--- config.mk ---
export PLATFORM = sky130hd
export DESIGN_NAME = bfd_host_flat
export DESIGN_NICKNAME = d
export VERILOG_FILES = /design/src/verilog/bfd_pkg.sv /design/src/verilog/bfd_link_if.sv /design/src/verilog/bfd_host.sv /design/src/flat_wrapper.sv
export VERILOG_INCLUDE_DIRS = /design/src /design/src/verilog
export SDC_FILE = /design/constraint.sdc
export NUM_CORES = 1
export LEC_CHECK = 0
export ABC_AREA = 1
export BUFFER_PORTS_ARGS = -buffer_cell sky130_fd_sc_hd__buf_2
export CELL_PAD_IN_SITES_DETAIL_PLACEMENT = 0
export CELL_PAD_IN_SITES_GLOBAL_PLACEMENT = 1
export CORE_UTILIZATION = 32
export DETAILED_ROUTE_END_ITERATION = 8
export GPL_TIMING_DRIVEN = 0
export HOLD_SLACK_MARGIN = 0.02
export PLACE_DENSITY = 0.74
export SYNTH_ARGS = -nofsm -noshare
export SYNTH_HDL_FRONTEND = slang
export SYNTH_SLANG_ARGS = --single-unit
--- constraint.sdc ---
create_clock -name clk -period 1.9 [get_ports clk]
set_input_delay 0.095 -clock clk [delete_from_list [all_inputs] [get_ports clk]]
set_output_delay 0.095 -clock clk [all_outputs]
set_load 0.03 [all_outputs]
--- src/verilog/bfd_consts.svh ---
// Field positions, opcodes, register offsets and counts of the busy-flag
// descriptor link. Assumes inclusion by bare name from each design file.
`ifndef BFD_CONSTS_SVH
`define BFD_CONSTS_SVH
// ************************************************************
// Descriptor word fields
// ************************************************************
`define BFD_F_AVAIL    31
`define BFD_F_POL      30
`define BFD_F_RSVD     29
`define BFD_F_ADDRD    28
`define BFD_F_BYTE1    27
`define BFD_F_POS_HI   26
`define BFD_F_POS_LO   24
`define BFD_F_LADR_HI  23
`define BFD_F_LADR_LO  16
`define BFD_F_MODE_HI  23
`define BFD_F_MODE_LO  20
`define BFD_F_DUM_HI   19
`define BFD_F_DUM_LO   16
`define BFD_F_RDOP_HI  15
`define BFD_F_RDOP_LO  8
`define BFD_F_WROP_HI  7
`define BFD_F_WROP_LO  0
// ************************************************************
// Link opcodes and values
// ************************************************************
`define BFD_OP_DESC    8'h5a
`define BFD_OP_NONE    8'h00
`define BFD_BUSY_CYC   1000
// ************************************************************
// Controller register map
// ************************************************************
`define BFD_A_CTRL     8'h00
`define BFD_A_STAT     8'h04
`define BFD_A_DESC     8'h08
`define BFD_A_POLLS    8'h0c
`define BFD_A_WDATA    8'h10
`define BFD_C_FETCH    0
`define BFD_C_POLL     1
`define BFD_C_LANE_HI  4
`define BFD_C_LANE_LO  2
`define BFD_C_WRITE    5
`define BFD_RESP_OK    2'b00
`define BFD_RESP_ERR   2'b10
`endif

--- src/verilog/bfd_pkg.sv ---
// Types shared by both ends of the busy-flag descriptor link.
// Assumes nothing of its surroundings.
package bfd_pkg;
	typedef enum logic [2:0] {
		LANE_1S = 3'b000,
		LANE_4S = 3'b001,
		LANE_4D = 3'b010,
		LANE_8S = 3'b011,
		LANE_8D = 3'b100
	} bfd_lane_type;
	typedef enum logic [1:0] {
		DEV_IDLE = 2'b00,
		DEV_WAIT = 2'b01,
		DEV_ANS  = 2'b10
	} bfd_dev_st_type;
	typedef enum logic [1:0] {
		HOST_IDLE = 2'b00,
		HOST_SEND = 2'b01,
		HOST_WAIT = 2'b10
	} bfd_host_st_type;
	typedef enum logic [1:0] {
		JOB_FETCH = 2'b00,
		JOB_POLL  = 2'b01,
		JOB_WRITE = 2'b10
	} bfd_job_type;
endpackage : bfd_pkg

--- src/verilog/bfd_link_if.sv ---
// Command and answer link between flash controller and flash device.
// Assumes both ends run on one common clock.
interface bfd_link_if;
	logic                  cmd_valid;
	logic                  cmd_ready;
	logic [7:0]            cmd_op;
	logic [31:0]           cmd_addr;
	logic                  cmd_has_addr;
	logic [3:0]            cmd_dummy;
	bfd_pkg::bfd_lane_type cmd_lane;
	logic [7:0]            cmd_wdata;
	logic                  rsp_valid;
	logic [31:0]           rsp_data;
	logic                  rsp_err;
	modport dev (
		input  cmd_valid, cmd_op, cmd_addr, cmd_has_addr,
		input  cmd_dummy, cmd_lane, cmd_wdata,
		output cmd_ready, rsp_valid, rsp_data, rsp_err
	);
	modport host (
		output cmd_valid, cmd_op, cmd_addr, cmd_has_addr,
		output cmd_dummy, cmd_lane, cmd_wdata,
		input  cmd_ready, rsp_valid, rsp_data, rsp_err
	);
endinterface : bfd_link_if

--- src/verilog/bfd_host.sv ---
// Flash controller end: fetches the descriptor word, then polls the busy
// flag or writes the status byte as it describes. Software drives it over AXI4-Lite.
// Assumes the device answers every command it takes.
//
// Notes on behaviour
// - Bit 31 tells whether busy flag exists
// - Bit 30 set means flag is inverted
// - Bit 29 reserved, reads as zero
// - Bit 28 chooses direct or addressed reads
// - Bit 27 clear: address in lowest byte
// - Bit 27 set: address in byte one
// - Byte-one placement never with 8-bit addressing
// - Bits 26-24 locate flag within status byte
// - Bits 23-16 hold local register address
// - Bit 23 flags octal double-rate support
// - Bit 22 flags octal single-rate support
// - Bit 21 flags quad double-rate support
// - Bit 20 flags quad single-rate support
// - Bits 19-16 give dummy cycle count
// - Single lane reads use no dummy cycles
// - Cleared mode flags never block a mode
// - Bits 15-8 read opcode, zero means none
// - Bits 7-0 write opcode, zero: read-only
//
// Decided for this implementation: the placing of the registers and the AXI4-Lite register port.
`include "bfd_consts.svh"
module bfd_host (
	input  wire logic        clk,
	input  wire logic        rst_b,
	bfd_link_if.host         link,
	input  wire logic [7:0]  s_axi_awaddr,
	input  wire logic        s_axi_awvalid,
	output logic             s_axi_awready,
	input  wire logic [31:0] s_axi_wdata,
	input  wire logic [3:0]  s_axi_wstrb,
	input  wire logic        s_axi_wvalid,
	output logic             s_axi_wready,
	output logic [1:0]       s_axi_bresp,
	output logic             s_axi_bvalid,
	input  wire logic        s_axi_bready,
	input  wire logic [7:0]  s_axi_araddr,
	input  wire logic        s_axi_arvalid,
	output logic             s_axi_arready,
	output logic [31:0]      s_axi_rdata,
	output logic [1:0]       s_axi_rresp,
	output logic             s_axi_rvalid,
	input  wire logic        s_axi_rready
);
	typedef struct packed {
		bfd_pkg::bfd_host_st_type st;
		bfd_pkg::bfd_job_type     job;
		logic [2:0]               lane;
		logic [31:0]              desc;
		logic                     desc_valid;
		logic                     done;
		logic                     err;
		logic                     absent;
		logic                     flag_busy;
		logic [15:0]              polls;
		logic [7:0]               wbyte;
		logic                     cmd_valid;
		logic [7:0]               cmd_op;
		logic [31:0]              cmd_addr;
		logic                     cmd_has_addr;
		logic [3:0]               cmd_dummy;
		logic [2:0]               cmd_lane;
		logic                     bvalid;
		logic [1:0]               bresp;
		logic                     rvalid;
		logic [1:0]               rresp;
		logic [31:0]              rdata;
	} bfd_host_state_type;
	bfd_host_state_type state_reg;
	bfd_host_state_type state_next;
	logic        wr_go;
	logic        rd_go;
	logic        go_fetch;
	logic        go_poll;
	logic        go_write;
	logic [7:0]  laddr;
	logic [31:0] flag_addr;
	logic [3:0]  dummy;
	logic        flag_now;
	logic [7:0]  rd_op;
	logic [7:0]  wr_op;
	logic [2:0]  lane_now;
// ************************************************************
// Register bus
// ************************************************************
	assign wr_go = s_axi_awvalid && s_axi_wvalid && !state_reg.bvalid;
	assign rd_go = s_axi_arvalid && !state_reg.rvalid;
	assign s_axi_awready = wr_go;
	assign s_axi_wready = wr_go;
	assign s_axi_arready = !state_reg.rvalid;
	assign s_axi_bvalid = state_reg.bvalid;
	assign s_axi_bresp = state_reg.bresp;
	assign s_axi_rvalid = state_reg.rvalid;
	assign s_axi_rresp = state_reg.rresp;
	assign s_axi_rdata = state_reg.rdata;
	assign go_fetch = wr_go && s_axi_awaddr == `BFD_A_CTRL
		&& s_axi_wstrb[0] && s_axi_wdata[`BFD_C_FETCH]
		&& state_reg.st == bfd_pkg::HOST_IDLE;
	assign go_poll = wr_go && s_axi_awaddr == `BFD_A_CTRL
		&& s_axi_wstrb[0] && s_axi_wdata[`BFD_C_POLL]
		&& state_reg.st == bfd_pkg::HOST_IDLE;
	assign go_write = wr_go && s_axi_awaddr == `BFD_A_CTRL
		&& s_axi_wstrb[0] && s_axi_wdata[`BFD_C_WRITE]
		&& state_reg.st == bfd_pkg::HOST_IDLE;
// ************************************************************
// Descriptor decode
// ************************************************************
	assign laddr = state_reg.desc[`BFD_F_LADR_HI:`BFD_F_LADR_LO];
	assign rd_op = state_reg.desc[`BFD_F_RDOP_HI:`BFD_F_RDOP_LO];
	assign wr_op = state_reg.desc[`BFD_F_WROP_HI:`BFD_F_WROP_LO];
	// Bytes other than the register address are sent as zero,
	// and a direct command carries no address at all
	assign flag_addr = !state_reg.desc[`BFD_F_ADDRD] ? 32'h0
		: state_reg.desc[`BFD_F_BYTE1]
		? {16'h0, laddr, 8'h00}
		: {24'h0, laddr};
	// A lane written together with a start bit applies to that poll or write job; a fetch always uses 1S
	assign lane_now = (wr_go && s_axi_awaddr == `BFD_A_CTRL
		&& s_axi_wstrb[0])
		? s_axi_wdata[`BFD_C_LANE_HI:`BFD_C_LANE_LO] : state_reg.lane;
	// Mode flags are not checked: any lane may be tried
	assign dummy = (state_reg.desc[`BFD_F_ADDRD]
		|| lane_now == 3'(bfd_pkg::LANE_1S)) ? 4'h0
		: state_reg.desc[`BFD_F_DUM_HI:`BFD_F_DUM_LO];
	assign flag_now = link.rsp_data[state_reg.desc[`BFD_F_POS_HI:
		`BFD_F_POS_LO]] ^ state_reg.desc[`BFD_F_POL];
	assign link.cmd_valid = state_reg.cmd_valid;
	assign link.cmd_op = state_reg.cmd_op;
	assign link.cmd_addr = state_reg.cmd_addr;
	assign link.cmd_has_addr = state_reg.cmd_has_addr;
	assign link.cmd_dummy = state_reg.cmd_dummy;
	assign link.cmd_lane = bfd_pkg::bfd_lane_type'(state_reg.cmd_lane);
	assign link.cmd_wdata = state_reg.wbyte;
// ************************************************************
// Sequencer
// ************************************************************
	always_comb begin
		state_next = state_reg;
		if (state_reg.bvalid && s_axi_bready) begin
			state_next.bvalid = 1'b0;
		end
		if (state_reg.rvalid && s_axi_rready) begin
			state_next.rvalid = 1'b0;
		end
		if (wr_go) begin
			state_next.bvalid = 1'b1;
			state_next.bresp = `BFD_RESP_OK;
			if (s_axi_awaddr == `BFD_A_CTRL) begin
				if (s_axi_wstrb[0]) begin
					state_next.lane =
						s_axi_wdata[`BFD_C_LANE_HI:`BFD_C_LANE_LO];
				end
			end else if (s_axi_awaddr == `BFD_A_WDATA) begin
				if (s_axi_wstrb[0]) begin
					state_next.wbyte = s_axi_wdata[7:0];
				end
			end else if (s_axi_awaddr != `BFD_A_STAT
				&& s_axi_awaddr != `BFD_A_DESC
				&& s_axi_awaddr != `BFD_A_POLLS) begin
				state_next.bresp = `BFD_RESP_ERR;
			end
		end
		if (rd_go) begin
			state_next.rvalid = 1'b1;
			state_next.rresp = `BFD_RESP_OK;
			state_next.rdata = 32'h0;
			unique case (s_axi_araddr)
				`BFD_A_CTRL: state_next.rdata[4:2] = state_reg.lane;
				`BFD_A_STAT: state_next.rdata[5:0] = {state_reg.desc_valid,
					state_reg.err, state_reg.flag_busy, state_reg.absent,
					state_reg.done, state_reg.st != bfd_pkg::HOST_IDLE};
				`BFD_A_DESC: state_next.rdata = state_reg.desc;
				`BFD_A_POLLS: state_next.rdata[15:0] = state_reg.polls;
				`BFD_A_WDATA: state_next.rdata[7:0] = state_reg.wbyte;
				default: state_next.rresp = `BFD_RESP_ERR;
			endcase
		end
		unique case (state_reg.st)
			bfd_pkg::HOST_IDLE: begin
				if (go_fetch || go_poll || go_write) begin
					state_next.done = 1'b0;
					state_next.err = 1'b0;
					state_next.cmd_op = `BFD_OP_DESC;
					state_next.cmd_addr = flag_addr;
					state_next.cmd_has_addr =
						state_reg.desc[`BFD_F_ADDRD];
					state_next.cmd_dummy = dummy;
					state_next.cmd_lane = lane_now;
					state_next.st = bfd_pkg::HOST_SEND;
				end
				if (go_fetch) begin
					state_next.job = bfd_pkg::JOB_FETCH;
					state_next.cmd_addr = 32'h0;
					state_next.cmd_has_addr = 1'b0;
					state_next.cmd_dummy = 4'h0;
					state_next.cmd_lane = 3'(bfd_pkg::LANE_1S);
				end else if (go_poll) begin
					state_next.job = bfd_pkg::JOB_POLL;
					state_next.polls = 16'h0;
					state_next.cmd_op = rd_op;
					if (!state_reg.desc_valid
						|| !state_reg.desc[`BFD_F_AVAIL]
						|| rd_op == `BFD_OP_NONE) begin
						state_next.err = 1'b1;
						state_next.done = 1'b1;
						state_next.st = bfd_pkg::HOST_IDLE;
					end
				end else if (go_write) begin
					state_next.job = bfd_pkg::JOB_WRITE;
					state_next.cmd_op = wr_op;
					if (!state_reg.desc_valid
						|| !state_reg.desc[`BFD_F_AVAIL]
						|| wr_op == `BFD_OP_NONE) begin
						state_next.err = 1'b1;
						state_next.done = 1'b1;
						state_next.st = bfd_pkg::HOST_IDLE;
					end
				end
				state_next.cmd_valid = state_next.st == bfd_pkg::HOST_SEND;
			end
			bfd_pkg::HOST_SEND: begin
				if (link.cmd_ready) begin
					state_next.cmd_valid = 1'b0;
					state_next.st = bfd_pkg::HOST_WAIT;
				end
			end
			bfd_pkg::HOST_WAIT: begin
				if (link.rsp_valid) begin
					state_next.st = bfd_pkg::HOST_IDLE;
					state_next.done = 1'b1;
					if (link.rsp_err) begin
						state_next.err = 1'b1;
					end else if (state_reg.job == bfd_pkg::JOB_FETCH) begin
						state_next.desc = link.rsp_data;
						state_next.desc_valid = 1'b1;
						state_next.absent = !link.rsp_data[`BFD_F_AVAIL];
					end else if (state_reg.job == bfd_pkg::JOB_POLL) begin
						state_next.flag_busy = flag_now;
						state_next.polls = state_reg.polls + 16'h1;
						if (flag_now) begin
							state_next.done = 1'b0;
							state_next.cmd_valid = 1'b1;
							state_next.st = bfd_pkg::HOST_SEND;
						end
					end
				end
			end
			default: begin
				state_next.st = bfd_pkg::HOST_IDLE;
			end
		endcase
	end
	always_ff @(posedge clk or negedge rst_b) begin
		if (!rst_b) begin
			state_reg <= '0;
		end else begin
			state_reg <= state_next;
		end
	end
endmodule : bfd_host

--- src/flat_wrapper.sv ---
// flat-port wrapper written by rule: the top's interface ports become plain ports
module bfd_host_flat 
  (clk, rst_b, s_axi_awaddr, s_axi_awvalid, s_axi_awready, s_axi_wdata, s_axi_wstrb, s_axi_wvalid, s_axi_wready, s_axi_bresp, s_axi_bvalid, s_axi_bready, s_axi_araddr, s_axi_arvalid, s_axi_arready, s_axi_rdata, s_axi_rresp, s_axi_rvalid, s_axi_rready, link_cmd_valid, link_cmd_op, link_cmd_addr, link_cmd_has_addr, link_cmd_dummy, link_cmd_lane, link_cmd_wdata, link_cmd_ready, link_rsp_valid, link_rsp_data, link_rsp_err);
  bfd_link_if link_i ();
  input  wire logic clk;
  input  wire logic rst_b;
  input  wire logic [7:0] s_axi_awaddr;
  input  wire logic s_axi_awvalid;
  output logic s_axi_awready;
  input  wire logic [31:0] s_axi_wdata;
  input  wire logic [3:0] s_axi_wstrb;
  input  wire logic s_axi_wvalid;
  output logic s_axi_wready;
  output logic [1:0] s_axi_bresp;
  output logic s_axi_bvalid;
  input  wire logic s_axi_bready;
  input  wire logic [7:0] s_axi_araddr;
  input  wire logic s_axi_arvalid;
  output logic s_axi_arready;
  output logic [31:0] s_axi_rdata;
  output logic [1:0] s_axi_rresp;
  output logic s_axi_rvalid;
  input  wire logic s_axi_rready;
  output wire logic [$bits(link_i.cmd_valid)-1:0] link_cmd_valid;
  output wire logic [$bits(link_i.cmd_op)-1:0] link_cmd_op;
  output wire logic [$bits(link_i.cmd_addr)-1:0] link_cmd_addr;
  output wire logic [$bits(link_i.cmd_has_addr)-1:0] link_cmd_has_addr;
  output wire logic [$bits(link_i.cmd_dummy)-1:0] link_cmd_dummy;
  output wire logic [$bits(link_i.cmd_lane)-1:0] link_cmd_lane;
  output wire logic [$bits(link_i.cmd_wdata)-1:0] link_cmd_wdata;
  input wire logic [$bits(link_i.cmd_ready)-1:0] link_cmd_ready;
  input wire logic [$bits(link_i.rsp_valid)-1:0] link_rsp_valid;
  input wire logic [$bits(link_i.rsp_data)-1:0] link_rsp_data;
  input wire logic [$bits(link_i.rsp_err)-1:0] link_rsp_err;
  assign link_cmd_valid = link_i.cmd_valid;
  assign link_cmd_op = link_i.cmd_op;
  assign link_cmd_addr = link_i.cmd_addr;
  assign link_cmd_has_addr = link_i.cmd_has_addr;
  assign link_cmd_dummy = link_i.cmd_dummy;
  assign link_cmd_lane = link_i.cmd_lane;
  assign link_cmd_wdata = link_i.cmd_wdata;
  assign link_i.cmd_ready = link_cmd_ready;
  assign link_i.rsp_valid = link_rsp_valid;
  assign link_i.rsp_data = link_rsp_data;
  assign link_i.rsp_err = link_rsp_err;
  bfd_host u_core (.clk(clk), .rst_b(rst_b), .link(link_i), .s_axi_awaddr(s_axi_awaddr), .s_axi_awvalid(s_axi_awvalid), .s_axi_awready(s_axi_awready), .s_axi_wdata(s_axi_wdata), .s_axi_wstrb(s_axi_wstrb), .s_axi_wvalid(s_axi_wvalid), .s_axi_wready(s_axi_wready), .s_axi_bresp(s_axi_bresp), .s_axi_bvalid(s_axi_bvalid), .s_axi_bready(s_axi_bready), .s_axi_araddr(s_axi_araddr), .s_axi_arvalid(s_axi_arvalid), .s_axi_arready(s_axi_arready), .s_axi_rdata(s_axi_rdata), .s_axi_rresp(s_axi_rresp), .s_axi_rvalid(s_axi_rvalid), .s_axi_rready(s_axi_rready));
endmodule
# Word-level counts from Yosys, hierarchy flattened
# Cells that the tools add are included.
# Widths: inputs -> output; s select.
[totals]
regBits = 155
latch_bits = 0
mem_bits_rw = 0
romBits = 0
mem_count = 0
[op_classes]
n_addsub = 1
multipliers = 0
div_mod_pow = 0
n_lt_le_gt_ge = 1
n_eq_ne = 21
n_shift = 0
muxes = 67
bitwise = 4
n_reduce_logical = 52
[ops]
columns = ["cell", "count"]
rows = [
  ["$mux 16", 5],
  ["$mux 48", 1],
  ["$mux 2", 20],
  ["$mux 40", 1],
  ["$mux 35", 1],
  ["$mux 17", 2],
  ["$logic_not 8->1", 4],
  ["$pmux 16 s2", 1],
  ["$mux 8", 3],
  ["$mux 20", 1],
  ["$mux 18", 1],
  ["$mux 1", 17],
  ["$add 16x1->16 const B", 1],
  ["$eq 8x4->1 const B", 2],
  ["$eq 8x5->1 const B", 2],
  ["$ne 8x4->1 const B", 2],
  ["$pmux 8 s2", 1],
  ["$logic_and 1x1->1", 15],
  ["$pmux 3 s5", 1],
  ["$reduce_and 7->1", 2],
  ["$mux 4", 3],
  ["$ne 2x2->1 const B", 6],
  ["$pmux 2 s3", 2],
  ["$reduce_bool 2->1", 5],
  ["other kinds (24)", 47],
]

# Longest topological paths before layout
# Gate-level depths: netlist of run 1.
[depth]
ltp_word = 16
mapped_depth = 13
mapped_depth_nobuf = 13

# Least setup slack after synthesis of run 1
# No wires, ideal clock.
[synth_path]
path_kind = "register to register"
startpoint = "register u_core.state_reg[153] in the netlist's numbering"
endpoint = "register u_core.state_reg[153] in the netlist's numbering"
setup_time_ps = 116
arrival_time_ps = 1644
required_ps = 1784
slack_ps = 140
stages_incl_launch_ff = 14
n_path_buf = 1
path_cell_list = "dfrtp_1 > inv_1 > ha_1 > nand2_1 > inv_1 > o211ai_4 > nand2_2 > inv_2 > buf_6 > nand2_2 > nand3_1 > nand2_1 > nand2_1 > nand2_1"
[synth_via]
elab_chain_len = 11
word_cells_on_any_way = 19
cone_classes = "eq/ne (4); mux (8); reduce/logical (7)"
[synth_lines]
columns = ["item", "line_no", "text"]
rows = [
  ["start, declared", "bfd_host.sv:73", "bfd_host_state_type state_reg;"],
  ["start signal, assigned", "bfd_host.sv:261", "state_reg <= state_next;"],
  ["$logic_not 2->1", "-", ""],
  ["$logic_and 1x1->1 (on tied branches)", "bfd_host.sv:100, bfd_host.sv:103", ""],
  ["$logic_or 1x1->1 (2 in a row)", "bfd_host.sv:184", "if (go_fetch || go_poll || go_write) begin"],
  ["$mux 2", "bfd_host.sv:184", ""],
  ["$mux 2", "bfd_host.sv:215", "if (!state_reg.desc_valid"],
  ["$mux 4", "bfd_host.sv:212", "end else if (go_write) begin"],
  ["$mux 4", "bfd_host.sv:201", "end else if (go_poll) begin"],
  ["$mux 2", "bfd_host.sv:195", "if (go_fetch) begin"],
  ["$mux 2", "bfd_host.sv:182", "unique case (state_reg.st)"],
  ["$pmux 2 s3", "bfd_host.sv:182", ""],
]
# Several ways; a longest one is shown, not always the timed one. The select of a mux whose other input is x is not followed.
# A chain may end at the register's enable or synchronous reset.

# Worst setup path in the final report of run 1
[layout_path]
startpoint = "register u_core.state_reg[153] in the netlist's numbering"
endpoint = "register u_core.state_reg (netlist bit u_core.link.cmd_valid)"
[layout_via]
elab_chain_len = 12
word_cells_on_any_way = 25
cone_classes = "eq/ne (9); mux (8); reduce/logical (8)"
[layout_lines]
columns = ["item", "line_no", "text"]
rows = [
  ["$logic_not 2->1", "-", ""],
  ["$logic_and 1x1->1 (on tied branches)", "bfd_host.sv:100, bfd_host.sv:103", ""],
  ["$logic_or 1x1->1 (2 in a row)", "bfd_host.sv:184", ""],
  ["$mux 2", "bfd_host.sv:184", ""],
  ["$mux 2", "bfd_host.sv:215", ""],
  ["$mux 4", "bfd_host.sv:212", ""],
  ["$mux 4", "bfd_host.sv:201", ""],
  ["$mux 2", "bfd_host.sv:195", ""],
  ["$mux 2", "bfd_host.sv:182", ""],
  ["$eq 2x1->1", "bfd_host.sv:223", "state_next.cmd_valid = state_next.st == bfd_pkg::HOST_SEND;"],
  ["$pmux 1 s3", "bfd_host.sv:182", ""],
]
# Several ways; a longest one is shown, not always the timed one. The select of a mux whose other input is x is not followed.

==> results.md, run 1 <==
- Transition time at the pin with the least slew margin: 0.865 ns
- Worst Hold Path Cells: 3
- Share of final-layout standard cells stronger than drive strength 1: 0.308
- Antenna cells: 0
- Nets: 1234
- Total clock sinks: 137
- Syn-to-layout area delta: 33.2%
- Initial core utilization: 0.326
- Average wire per standard cell: 15.3 um
- Remaining Overflow, GRT: 0
- Share of total power in sequential cells: 0.369
- Post-synthesis instance area: 0.00739 mm2
- Number of max-capacitance violations reported: 0
- Placed cell count: 1347
- Cells after Synth: 899
- Maximum single-stage delay on the critical path: 0.46 ns
- Data required time of the worst path: 2.26 ns
- Clock Latency Late Sink: 0.43 ns
- Initial antenna violation count: 0
- Die extent in y: 154 um
- Highest Clock Rate: 550 MHz
- # DRC: 0
- First-pass DRT Iterations: 6
- Crit-path slowest cell: sky130_fd_sc_hd__clkbuf_1
- Fin util: 0.435
- Average cell area after synthesis: 8.22 um2
- Total Neg Setup Slack: 0 ns
- Crit Path Max Fanout: 10
- Endpoints failing hold: 0
- Routed Antenna Nets: 0
- Boundary pin count: 192
- Path length in cells of the critical path: 7
- IO Port Bufs: 145
- Switching share of total power: 0.333
- Count of yosys warnings during synthesis: 0
- Async set-or-reset flop fraction in the synthesized netlist: 1.00
- Root buf cell: sky130_fd_sc_hd__clkbuf_16
- Data arrival, critical path: 2.18 ns
- TritonCTS clock tree: built
- Starting DRC count in detailed routing: 458
- Clock transition at the register clock pins on the worst setup and hold paths after CTS: 0.07 ns
- GP Congestion: 0.858
- Tmin final: 1.82 ns
- Combinational cell fraction of total power: 0.231
- Endpoints failing setup: 0
- Routed via count divided by cell count: 4.68
- Final period utilization: 0.958
- Reported leakage power: 5.11 nW
- Setup repair after global routing missed its margin: true
- Gr usage total: 0.191
- Non-filler instance count after layout: 1433
- Element type at the critical path start: register
- Maximum resistive drop on vdd: 0.409 mV
- Critical setup path kind: reg -> reg
- Status: completed
- Worst Reg-to-Reg Cells: 7
- Number of CTS-inserted buffers: 17
- Number of buffers on the longest clock path: 2
- Max-Slew Margin vs Limit: 0.418
- Most frequently used flop master after synthesis: sky130_fd_sc_hd__dfrtp_1
- Maximum number of pins on one net before global-route repair: 72
- Worst path cell trace: inv_2 -> ha_2 -> clkbuf_1 -> nand3_1 -> nand2_1 -> nor2_1 -> a21oi_1
- Distinct cell type count after synthesis: 42
- Deepest level of the CTS H-tree: 4
- Final Max Tran Viols: 0
- Core Rows: 55
- Power share of the clock group: 0.400
- Core Area: 0.0226 mm2
- Vias post-DR: 6702
- Worst hold-check path type: in -> reg
- Clock Skews: 0.0105 ns
- DIE AREA: 0.0237 mm2
- Switching power: 2.94 mW
- #FFs+latches synth: 137
- Vias in the first global route: 6380
- Critical path endpoint category: register
- Global-route wire length before repair: 34700 um
- Combined buffer and inverter count along the critical path: 2
- Proportion of synthesized chip area in sequential cells: 0.464
- Die Width: 154 um
- Final wirelength: 21900 um
- Power Density: 897 mW/mm2
- Flip-flop count of the largest register, all copies and words added: 44
- Internal Power: 5.89 mW
- Final worst slack: 0.0805 ns
- Final HPWL DP: 16300 um
- Post-Place Worst Slack: -0.386 ns
- Dominant delay contributor by cell family on the critical path: buffers and inverters
- Number of enable flip-flop cells after synthesis: 0
- Power, Total: 8.83 mW
[cell usage after synthesis (2+ instances only)]
library cell / instances / share of area
sky130_fd_sc_hd__a31oi_1: 2 / 0.0017
sky130_fd_sc_hd__inv_1: 98 / 0.050
sky130_fd_sc_hd__buf_2: 7 / 0.0047
sky130_fd_sc_hd__buf_6: 7 / 0.011
sky130_fd_sc_hd__nand2_2: 5 / 0.0042
sky130_fd_sc_hd__nand3_4: 2 / 0.0047
sky130_fd_sc_hd__a21oi_2: 5 / 0.0059
sky130_fd_sc_hd__nand2_1: 200 / 0.10
sky130_fd_sc_hd__o22ai_1: 5 / 0.0042
sky130_fd_sc_hd__nor2_1: 52 / 0.026
sky130_fd_sc_hd__nand3_2: 2 / 0.0027
sky130_fd_sc_hd__nor4_2: 2 / 0.0034
sky130_fd_sc_hd__ha_1: 5 / 0.0085
sky130_fd_sc_hd__clkbuf_1: 12 / 0.0061
sky130_fd_sc_hd__a21oi_1: 33 / 0.022
sky130_fd_sc_hd__o2111ai_1: 5 / 0.0059
sky130_fd_sc_hd__o21ai_0: 73 / 0.049
sky130_fd_sc_hd__inv_2: 4 / 0.0020
sky130_fd_sc_hd__o21ai_2: 2 / 0.0024
sky130_fd_sc_hd__mux2_2: 6 / 0.0091
sky130_fd_sc_hd__nand3_1: 51 / 0.035
sky130_fd_sc_hd__nor3_1: 16 / 0.011
sky130_fd_sc_hd__a21boi_1: 4 / 0.0041
sky130_fd_sc_hd__nand4_1: 16 / 0.014
sky130_fd_sc_hd__nor2_2: 6 / 0.0051
sky130_fd_sc_hd__buf_4: 92 / 0.093
sky130_fd_sc_hd__o21ai_1: 20 / 0.014
sky130_fd_sc_hd__o31ai_1: 16 / 0.016
sky130_fd_sc_hd__dfrtp_1: 137 / 0.46
sky130_fd_sc_hd__nor2_4: 2 / 0.0030
[layout by cell type (no fill, tap or decap), types with 3 or more instances in the layout]
cell type,synthesis,layout
sky130_fd_sc_hd__clkinv_4,0,3
sky130_fd_sc_hd__inv_6,0,5
sky130_fd_sc_hd__inv_1,98,92
sky130_fd_sc_hd__buf_2,7,147
sky130_fd_sc_hd__clkbuf_16,0,17
sky130_fd_sc_hd__nor2_4,2,4
sky130_fd_sc_hd__nor3_1,16,16
sky130_fd_sc_hd__dlygate4sd3_1,0,44
sky130_fd_sc_hd__buf_6,7,10
sky130_fd_sc_hd__nand3_1,51,48
sky130_fd_sc_hd__o22ai_1,5,5
sky130_fd_sc_hd__dfrtp_1,137,137
sky130_fd_sc_hd__nand4_1,16,16
sky130_fd_sc_hd__nor2_2,6,5
sky130_fd_sc_hd__a21oi_1,33,33
sky130_fd_sc_hd__inv_8,0,5
sky130_fd_sc_hd__nor2_1,52,51
sky130_fd_sc_hd__nor4_2,2,3
sky130_fd_sc_hd__o21ai_2,2,3
sky130_fd_sc_hd__nand2_1,200,198
sky130_fd_sc_hd__a21boi_1,4,4
sky130_fd_sc_hd__inv_2,4,9
sky130_fd_sc_hd__o21ai_1,20,20
sky130_fd_sc_hd__nand3_4,2,4
sky130_fd_sc_hd__nand2_2,5,6
sky130_fd_sc_hd__buf_4,92,103
sky130_fd_sc_hd__o2111ai_1,5,5
sky130_fd_sc_hd__o21ai_0,73,72
sky130_fd_sc_hd__a21oi_2,5,5
sky130_fd_sc_hd__nand3_2,2,3
sky130_fd_sc_hd__o31ai_1,16,16
sky130_fd_sc_hd__mux2_2,6,6
sky130_fd_sc_hd__conb_1,1,18
sky130_fd_sc_hd__clkbuf_1,12,9
[final cells by class]
cell class / count / area (um2)
Fill cell: 2276 / 12800
Sequential cell: 137 / 3430
Multi-Input combinational cell: 557 / 2860
Timing Repair Buffer: 201 / 1280
Buffer: 117 / 886
Clock buffer: 17 / 425
Inverter: 104 / 400
Tap cell: 285 / 357
Clock inverter: 15 / 201
[routing by layer]
layer | GRT usage | vias up | part of all wire | wire length, um
li1 | - | 3314 | - | -
met1 | 0.269 | 3110 | 0.48 | 10500
met2 | 0.300 | 249 | 0.45 | 9860
met3 | 0.0299 | 29 | 0.051 | 1100
met4 | 0.0581 | 0 | 0.018 | 387
met5 | 0 | - | 0 | 0
[kinds of logic (layout without fill, tap and decap cells)]
kind of cell	Yosys count	in the layout	share of synthesized area
buf+inv	222	454	0.168
fa+ha+maj	5	5	0.00847
other cells	1	18	0.000508
simple gates	357	357	0.215
compound gates	171	171	0.134
flops	137	137	0.464
mux	6	6	0.00915
[stage by stage]
step / instance area (um2) / hold WS, ns
after floorplan: 7450 / -0.201
after global placement: 8530 / 0.295
after detailed placement: 8570 / 0.144
after CTS: 9740 / 0.0372
after global routing: 9840 / 0.0251
final: 9840 / 0.00298
[worst register-to-register path, delay by kind of cell, from the launching register on]
family,cells,cell delay [ns]
buffers and inverters,2,0.58
and+or+nand+nor,3,0.42
DFF,1,0.40
adders and majority gates,1,0.23
AOI/OAI and AO/OA,1,0.13
[final timing paths]
path	start	to	slack (ns)
worst max-delay path	u_core.state_reg[153]$_DFFE_PN0P_	u_core.link.cmd_valid$_DFFE_PN0P_	0.08
worst min-delay path	s_axi_wvalid	u_core.s_axi_bvalid$_DFFE_PN0P_	0.003
min in group asynchronous	rst_b	u_core.link.cmd_addr[15]$_DFFE_PN0P_	0.23
worst max register to register	u_core.state_reg[153]$_DFFE_PN0P_	u_core.link.cmd_valid$_DFFE_PN0P_	0.08
worst min register to register	u_core.s_axi_rdata[25]$_DFFE_PN0P_	u_core.s_axi_rdata[25]$_DFFE_PN0P_	0.48
max in group asynchronous	rst_b	u_core.s_axi_rdata[14]$_DFFE_PN0P_	0.90
[repair_timing]
item / CTS / global route
buffers inserted: 7 / 4
endpoints found under the hold margin: 112 / 0
hold buffers: 44 / 0
pin swaps: 4 / 3
cloned: 0 / 0
resized for setup: 19 / 22
endpoints found under the setup margin: 71 / 67
[power groups by stage]
| stage | Combinational [mW] | Sequential [mW] | Clock [mW] |
|---|---|---|---|
| 6_report | 2.04 | 3.26 | 3.53 |
| 5_1_grt | 2.24 | 3.28 | 3.70 |
| 4_1_cts | 1.98 | 3.25 | 3.57 |
| 3_5_place_dp | 1.81 | 3.32 | 0 |
| 3_3_place_gp | 1.80 | 3.32 | 0 |
| 2_1_floorplan | 1.25 | 3.30 | 0 |
Power figures use the tool's default switching activity.
==> run 2, diff against run 1 <==
--- a/config.mk
+++ b/config.mk
@@ -10,11 +10,11 @@
 export BUFFER_PORTS_ARGS = -buffer_cell sky130_fd_sc_hd__buf_2
 export CELL_PAD_IN_SITES_DETAIL_PLACEMENT = 0
 export CELL_PAD_IN_SITES_GLOBAL_PLACEMENT = 1
-export CORE_UTILIZATION = 32
+export CORE_UTILIZATION = 35
 export DETAILED_ROUTE_END_ITERATION = 8
 export GPL_TIMING_DRIVEN = 0
 export HOLD_SLACK_MARGIN = 0.02
-export PLACE_DENSITY = 0.74
+export PLACE_DENSITY = 0.79
 export SYNTH_ARGS = -nofsm -noshare
 export SYNTH_HDL_FRONTEND = slang
 export SYNTH_SLANG_ARGS = --single-unit
==> run 2 against run 1 <==
  * First-iteration DRC count is 12% lower
  * Global-route usage is 1.6 points higher
  * Count of clock-buffer cells in the layout stayed put
  * Combinational power hardly changed
  * Clock power is 5% lower
==> results.md, run 2 (same netlist as run 1, synthesis figures left out) <==
- Final Instance Area: 0.00984 mm2 (about the same)
- Final Hold Slack: 0.0709 ns (was 0.00298 ns)
- Boundary pin count: 192 (unchanged)
- DIE AREA: 0.0217 mm2 (was 0.0237 mm2)
- Syn-to-layout area delta: 33.1% (was 33.2%)
- Routed Antenna Nets: 0 (unchanged)
- TritonCTS clock tree: built (unchanged)
- Fin util: 0.480 (was 0.435)
- Gr usage total: 0.207 (was 0.191)
- # DRC: 0 (unchanged)
- Endpoints failing setup: 0 (unchanged)
- Total clock sinks: 137 (unchanged)
- Total Neg Setup Slack: 0 ns (unchanged)
- Number of fill cells in the layout: 2055 (was 2276)
- Critical path endpoint category: register (unchanged)
- Max-Slew Margin vs Limit: 0.407 (was 0.418)
- IO Port Bufs: 145 (unchanged)
- Average wire per standard cell: 15.2 um (was 15.3 um)
- Share of final-layout standard cells stronger than drive strength 1: 0.306 (was 0.308)
- Status: completed (unchanged)
- Die extent in y: 147 um (was 154 um)
- Final wirelength: 21700 um (was 21900 um)
- Post-Place Worst Slack: -0.363 ns (was -0.386 ns)
- Hold Startpoint: s_axi_wvalid (unchanged)
- Antenna cells: 0 (unchanged)
- Worst Hold Path Cells: 4 (was 3)
- Number of CTS-inserted buffers: 17 (unchanged)
- Clock Skews: 0.0104 ns (was 0.0105 ns)
- Maximum number of pins on one net before global-route repair: 71 (was 72)
- Data arrival, critical path: 2.15 ns (was 2.18 ns)
- Global-route wire length before repair: 34400 um (was 34700 um)
- Nets: 1240 (was 1234)
- Vias in the first global route: 6509 (was 6380)
- Routed via count divided by cell count: 4.76 (was 4.68)
- Initial core utilization: 0.360 (was 0.326)
- Deepest level of the CTS H-tree: 4 (unchanged)
- Worst Reg-to-Reg Cells: 8 (was 7)
- Final period utilization: 0.950 (was 0.958)
- Non-filler instance count after layout: 1424 (was 1433)
- Commonest non-fill, non-tap cells in the layout: sky130_fd_sc_hd__nand2_1, sky130_fd_sc_hd__buf_2, sky130_fd_sc_hd__dfrtp_1, sky130_fd_sc_hd__buf_4, sky130_fd_sc_hd__inv_1 (unchanged)
- Remaining Overflow, GRT: 0 (unchanged)
- Final Max Tran Viols: 0 (unchanged)
- Reported leakage power: 5.13 nW (was 5.11 nW)
- Transition time at the pin with the least slew margin: 0.883 ns (was 0.865 ns)
- Power Density: 879 mW/mm2 (was 897 mW/mm2)
- Element type at the critical path start: register (unchanged)
- RR Endpoint: u_core.state_reg[107]$_DFFE_PN0P_ (was u_core.link.cmd_valid$_DFFE_PN0P_)
- Worst hold-check path type: in -> reg (unchanged)
- Placement Cell Area: 0.00855 mm2 (was 0.00857 mm2)
- Starting DRC count in detailed routing: 405 (was 458)
- Highest Clock Rate: 554 MHz (was 550 MHz)
- Clock Latency Late Sink: 0.43 ns (about the same)
- Core Area: 0.0205 mm2 (was 0.0226 mm2)
- Leading cell type in the layout, fill and taps excluded: sky130_fd_sc_hd__nand2_1 (unchanged)
- Flip-flop count of the largest register, all copies and words added: 44 (unchanged)
- Initial antenna violation count: 0 (unchanged)
- Critical setup path kind: reg -> reg (unchanged)
- Die Width: 147 um (was 154 um)
- Root buf cell: sky130_fd_sc_hd__clkbuf_16 (unchanged)
- Endpoints failing hold: 0 (unchanged)
- GP Congestion: 0.852 (was 0.858)
- Maximum resistive drop on vdd: 0.632 mV (was 0.409 mV)
- Reg2reg start: u_core.state_reg[152]$_DFFE_PN0P_ (was u_core.state_reg[153]$_DFFE_PN0P_)
- Final HPWL DP: 15800 um (was 16300 um)
- Core Rows: 52 (was 55)
- Reg-to-reg setup timing slack: 0.1 ns (was 0.08 ns)
- Data required time of the worst path: 2.24 ns (was 2.26 ns)
- Final worst slack: 0.0954 ns (was 0.0805 ns)
- Setup repair after global routing missed its margin: false (was true)
- Tmin final: 1.80 ns (was 1.82 ns)
- First-pass DRT Iterations: 7 (was 6)
- Vias post-DR: 6778 (was 6702)
- Clock transition at the register clock pins on the worst setup and hold paths after CTS: 0.07 ns (about the same)
- Crit Path Max Fanout: 10 (unchanged)
- Number of max-capacitance violations reported: 0 (unchanged)
- Worst Hold End: u_core.s_axi_bresp[1]$_DFFE_PN0N_ (was u_core.s_axi_bvalid$_DFFE_PN0P_)
- Power, Total: 8.65 mW (was 8.83 mW)
- Number of buffers on the longest clock path: 2 (unchanged)
- Placed cell count: 1332 (was 1347)
## run 2: cell type report
type / count / area, um2 / area share
Multi-Input combinational cell: 557 / 2840 / 0.289
Tap cell: 270 / 338 / 0.0343
Clock inverter: 15 / 173 / 0.0176
Clock buffer: 17 / 425 / 0.0433
Sequential cell: 137 / 3430 / 0.349
Buffer: 117 / 886 / 0.0901
Timing Repair Buffer: 207 / 1340 / 0.137
Inverter: 104 / 400 / 0.0407
## run 2: metal layers
layer | up-vias | track usage | wire length (um)
met1 | 3201 | 0.281 | 9980
met5 | - | 0 | 0
li1 | 3317 | - | -
met4 | 0 | 0.0912 | 674
met2 | 227 | 0.321 | 9800
met3 | 33 | 0.0382 | 1200
## run 2: worst max-delay path, cell delays in order (launching register included)
cell                      delay [ns]
sky130_fd_sc_hd__dfrtp_1        0.43
sky130_fd_sc_hd__nor2_4         0.28
sky130_fd_sc_hd__nand2_1        0.15
sky130_fd_sc_hd__o21ai_1        0.27
sky130_fd_sc_hd__nand3_4        0.14
sky130_fd_sc_hd__inv_6          0.11
sky130_fd_sc_hd__buf_8          0.15
sky130_fd_sc_hd__nand3_1        0.08
sky130_fd_sc_hd__o21ai_1        0.11
## run 2: how the worst max path moves through the flow
stage	from	to	slack (ns)	cells past startpoint
2_1_floorplan	u_core.state_reg[153]$_DFFE_PN0P_	u_core.state_reg[153]$_DFFE_PN0P_	0.14	13
3_3_place_gp	rst_b	u_core.link.cmd_wdata[7]$_DFFE_PN0P_	-1.32	1
3_5_place_dp	u_core.state_reg[153]$_DFFE_PN0P_	u_core.rd_op[6]$_DFFE_PN0P_	-0.36	10
4_1_cts	u_core.state_reg[153]$_DFFE_PN0P_	u_core.link.cmd_addr[10]$_DFFE_PN0P_	0.003	9
5_1_grt	u_core.state_reg[153]$_DFFE_PN0P_	u_core.state_reg[107]$_DFFE_PN0P_	0.00002	10
6_report	u_core.state_reg[152]$_DFFE_PN0P_	u_core.state_reg[107]$_DFFE_PN0P_	0.1	8
## run 2: power breakdown
group / switching [mW] / total, mW / leakage [nW] / internal [mW]
sequential: 0.147 / 3.26 / 1.72 / 3.12
clock: 1.48 / 3.36 / 0.295 / 1.88
combinational: 1.27 / 2.02 / 3.11 / 0.751
total: 2.90 / 8.65 / 5.13 / 5.75
## run 2: repair_timing
action,4_1_cts,5_1_grt
hold buffers,49,0
cloned,0,0
pin swaps,2,4
setup endpoints to repair,73,65
hold endpoints to repair,117,0
setup buffers,8,4
resized for setup,18,22
==> run 3, diff against run 2 <==
--- a/config.mk
+++ b/config.mk
@@ -13,8 +13,9 @@
 export CORE_UTILIZATION = 35
 export DETAILED_ROUTE_END_ITERATION = 8
 export GPL_TIMING_DRIVEN = 0
-export HOLD_SLACK_MARGIN = 0.02
+export MAX_ROUTING_LAYER = met4
 export PLACE_DENSITY = 0.79
+export SKIP_CTS_REPAIR_TIMING = 1
 export SYNTH_ARGS = -nofsm -noshare
 export SYNTH_HDL_FRONTEND = slang
 export SYNTH_SLANG_ARGS = --single-unit
==> run 3 against run 2 <==
  * The flow now finishes with violations (hold timing)
  * Clock power down 1%
  * Routed wire length down 0.41%
  * Setup slack better by 0.019 ns
  * Critical endpoint is now u_core.state_reg[153]$_DFFE_PN0P_
  * Largest cell class unchanged
  * Largest power group unchanged
==> results.md, run 3 (same netlist as run 1, synthesis figures left out) <==
- Status: finished with violations (was completed)
- Failing checks: hold timing
- Number of buffers on the longest clock path: 2 (unchanged)
- Critical path endpoint category: register (unchanged)
- Top cell by count, worst path: sky130_fd_sc_hd__nand2_1 (was sky130_fd_sc_hd__o21ai_1)
- First-pass DRT Iterations: 5 (was 7)
- Syn-to-layout area delta: 33.1% (about the same)
- Dominant delay contributor by cell family on the critical path: simple AND/OR/NAND/NOR gates (unchanged)
- Maximum resistive drop on vdd: 0.643 mV (was 0.632 mV)
- Final wirelength: 21600 um (was 21700 um)
- Metal1 wirelength: 9950 um (was 9980 um)
- Core Rows: 52 (unchanged)
- GP Congestion: 0.863 (was 0.852)
- Highest metal used: met4 (unchanged)
- Crit-path slowest cell: sky130_fd_sc_hd__dfrtp_1 (unchanged)
- Share of final-layout standard cells stronger than drive strength 1: 0.316 (was 0.306)
- Crit Path Max Fanout: 10 (unchanged)
- Tmin final: 1.79 ns (was 1.80 ns)
- DIE AREA: 0.0217 mm2 (unchanged)
- Die Width: 147 um (unchanged)
- Die extent in y: 147 um (unchanged)
- Element type at the critical path start: register (unchanged)
- Deepest level of the CTS H-tree: 4 (unchanged)
- Initial antenna violation count: 0 (unchanged)
- Nets: 1237 (was 1240)
- Gr usage total: 0.205 (was 0.207)
- Worst hold-check path type: in -> reg (unchanged)
- Boundary pin count: 192 (unchanged)
- Maximum number of pins on one net before global-route repair: 74 (was 71)
- Final period utilization: 0.940 (was 0.950)
- Root buf cell: sky130_fd_sc_hd__clkbuf_16 (unchanged)
- # DRC: 0 (unchanged)
- IO Port Bufs: 145 (unchanged)
- Wire length on met3: 1190 um (was 1200 um)
- Highest Clock Rate: 560 MHz (was 554 MHz)
- Flip-flop count of the largest register, all copies and words added: 44 (unchanged)
- Starting DRC count in detailed routing: 443 (was 405)
- Final worst slack: 0.114 ns (was 0.0954 ns)
- Endpoints failing hold: 6 (was 0)
- Commonest non-fill, non-tap cells in the layout: sky130_fd_sc_hd__nand2_1, sky130_fd_sc_hd__buf_2, sky130_fd_sc_hd__dfrtp_1, sky130_fd_sc_hd__buf_4, sky130_fd_sc_hd__inv_1 (unchanged)
- Post-Place Worst Slack: -0.349 ns (was -0.363 ns)
- Clock Skews: 0.0110 ns (was 0.0104 ns)
- Vias post-DR: 6734 (was 6778)
- Average wire per standard cell: 15.2 um (about the same)
- Number of fill cells in the layout: 2008 (was 2055)
- Fin util: 0.480 (about the same)
- Remaining Overflow, GRT: 0 (unchanged)
- Routed via count divided by cell count: 4.74 (was 4.76)
- Power Density: 881 mW/mm2 (was 879 mW/mm2)
- Number of CTS-inserted buffers: 17 (unchanged)
- Clock Latency Late Sink: 0.42 ns (was 0.43 ns)
- Combined buffer and inverter count along the critical path: 4 (was 2)
- Total clock sinks: 137 (unchanged)
- Initial core utilization: 0.360 (unchanged)
- Final Max Tran Viols: 0 (unchanged)
- Number of max-capacitance violations reported: 0 (unchanged)
- Vias in the first global route: 6135 (was 6509)
- Maximum single-stage delay on the critical path: 0.42 ns (was 0.43 ns)
- Max-Slew Margin vs Limit: 0.388 (was 0.407)
- Met2 wire len: 9930 um (was 9800 um)
- Setup repair after global routing missed its margin: true (was false)
- Data required time of the worst path: 2.22 ns (was 2.24 ns)
- Core Area: 0.0205 mm2 (unchanged)
- Routed Antenna Nets: 0 (unchanged)
- Clock transition at the register clock pins on the worst setup and hold paths after CTS: 0.07 ns (about the same)
- Reported leakage power: 5.12 nW (was 5.13 nW)
- Leading cell type in the layout, fill and taps excluded: sky130_fd_sc_hd__nand2_1 (unchanged)
- Antenna cells: 0 (unchanged)
- Critical setup path kind: reg -> reg (unchanged)
- Transition time at the pin with the least slew margin: 0.910 ns (was 0.883 ns)
- Worst path cell trace: inv_2 -> ha_4 -> nand2_1 -> inv_1 -> o211ai_4 -> nand2_2 -> inv_4 -> buf_12 -> nand2_2 -> nand3_1 -> nand2_1 -> nand2_1 -> nand2_1 (was nor2_4 -> nand2_1 -> o21ai_1 -> nand3_4 -> inv_6 -> buf_8 -> nand3_1 -> o21ai_1)
- Data arrival, critical path: 2.10 ns (was 2.15 ns)
- Global-route wire length before repair: 33300 um (was 34400 um)
- TritonCTS clock tree: built (unchanged)
- Endpoints failing setup: 0 (unchanged)
- Final HPWL DP: 15800 um (about the same)
- Final Hold Slack: -0.0485 ns (was 0.0709 ns)
==> run 3: final cells by class <==
class,instances,area [um2],share of cell area
Clock buffer,18,439,0.0447
Timing Repair Buffer,204,1310,0.133
Multi-Input combinational cell,557,2890,0.294
Buffer,117,886,0.0901
Tap cell,270,338,0.0344
Inverter,104,398,0.0405
Sequential cell,137,3430,0.349
Clock inverter,14,150,0.0153
==> run 3: where the power goes <==
| part | switching, mW | internal (mW) |
|---|---|---|
| logic | 1.30 | 0.782 |
| registers | 0.152 | 3.12 |
| clock network | 1.42 | 1.89 |
| total | 2.88 | 5.79 |
==> run 3: metrics by stage <==
| step | area [um2] | setup TNS, ns | instances | power (mW) |
|---|---|---|---|---|
| 2_1_floorplan | 7450 | 0 | 916 | 4.55 |
| 3_3_place_gp | 8510 | -188.63 | 1331 | 5.10 |
| 3_5_place_dp | 8550 | -10.35 | 1332 | 5.12 |
| 4_1_cts | 9140 | -11.61 | 1364 | 8.44 |
| 5_1_grt | 9830 | -0.0605 | 1421 | 9.07 |
| 6_report | 9830 | 0 | 1421 | 8.67 |
==> run 3: routing by layer <==
| layer | global-route usage | up-vias |
|---|---|---|
| met3 | 0.0276 | 24 |
| met5 | - | - |
| li1 | - | 3318 |
| met4 | 0.0758 | 0 |
| met2 | 0.306 | 224 |
| met1 | 0.284 | 3168 |
==> run 3: worst min-delay path: stages <==
cell	delay, ns
sky130_fd_sc_hd__buf_2	0.09
sky130_fd_sc_hd__nand2_1	0.07
sky130_fd_sc_hd__o21ai_0	0.07
==> run 3: worst paths after layout <==
| check | depth (start not counted) | slack [ns] | startpoint | endpoint |
|---|---|---|---|---|
| setup / recovery | 13 | 0.11 | u_core.state_reg[154]$_DFFE_PN0P_ | u_core.state_reg[153]$_DFFE_PN0P_ |
| hold / removal | 3 | -0.05 | link_rsp_data[13] | u_core.rd_op[5]$_DFFE_PN0P_ |
| setup reg to reg | 13 | 0.11 | u_core.state_reg[154]$_DFFE_PN0P_ | u_core.state_reg[153]$_DFFE_PN0P_ |
| hold reg to reg | 2 | 0.48 | u_core.s_axi_rdata[28]$_DFFE_PN0P_ | u_core.s_axi_rdata[28]$_DFFE_PN0P_ |
| max in group asynchronous | 3 | 0.87 | rst_b | u_core.s_axi_rdata[18]$_DFFE_PN0P_ |
| min in group asynchronous | 2 | 0.25 | rst_b | u_core.state_reg[140]$_DFFE_PN0P_ |
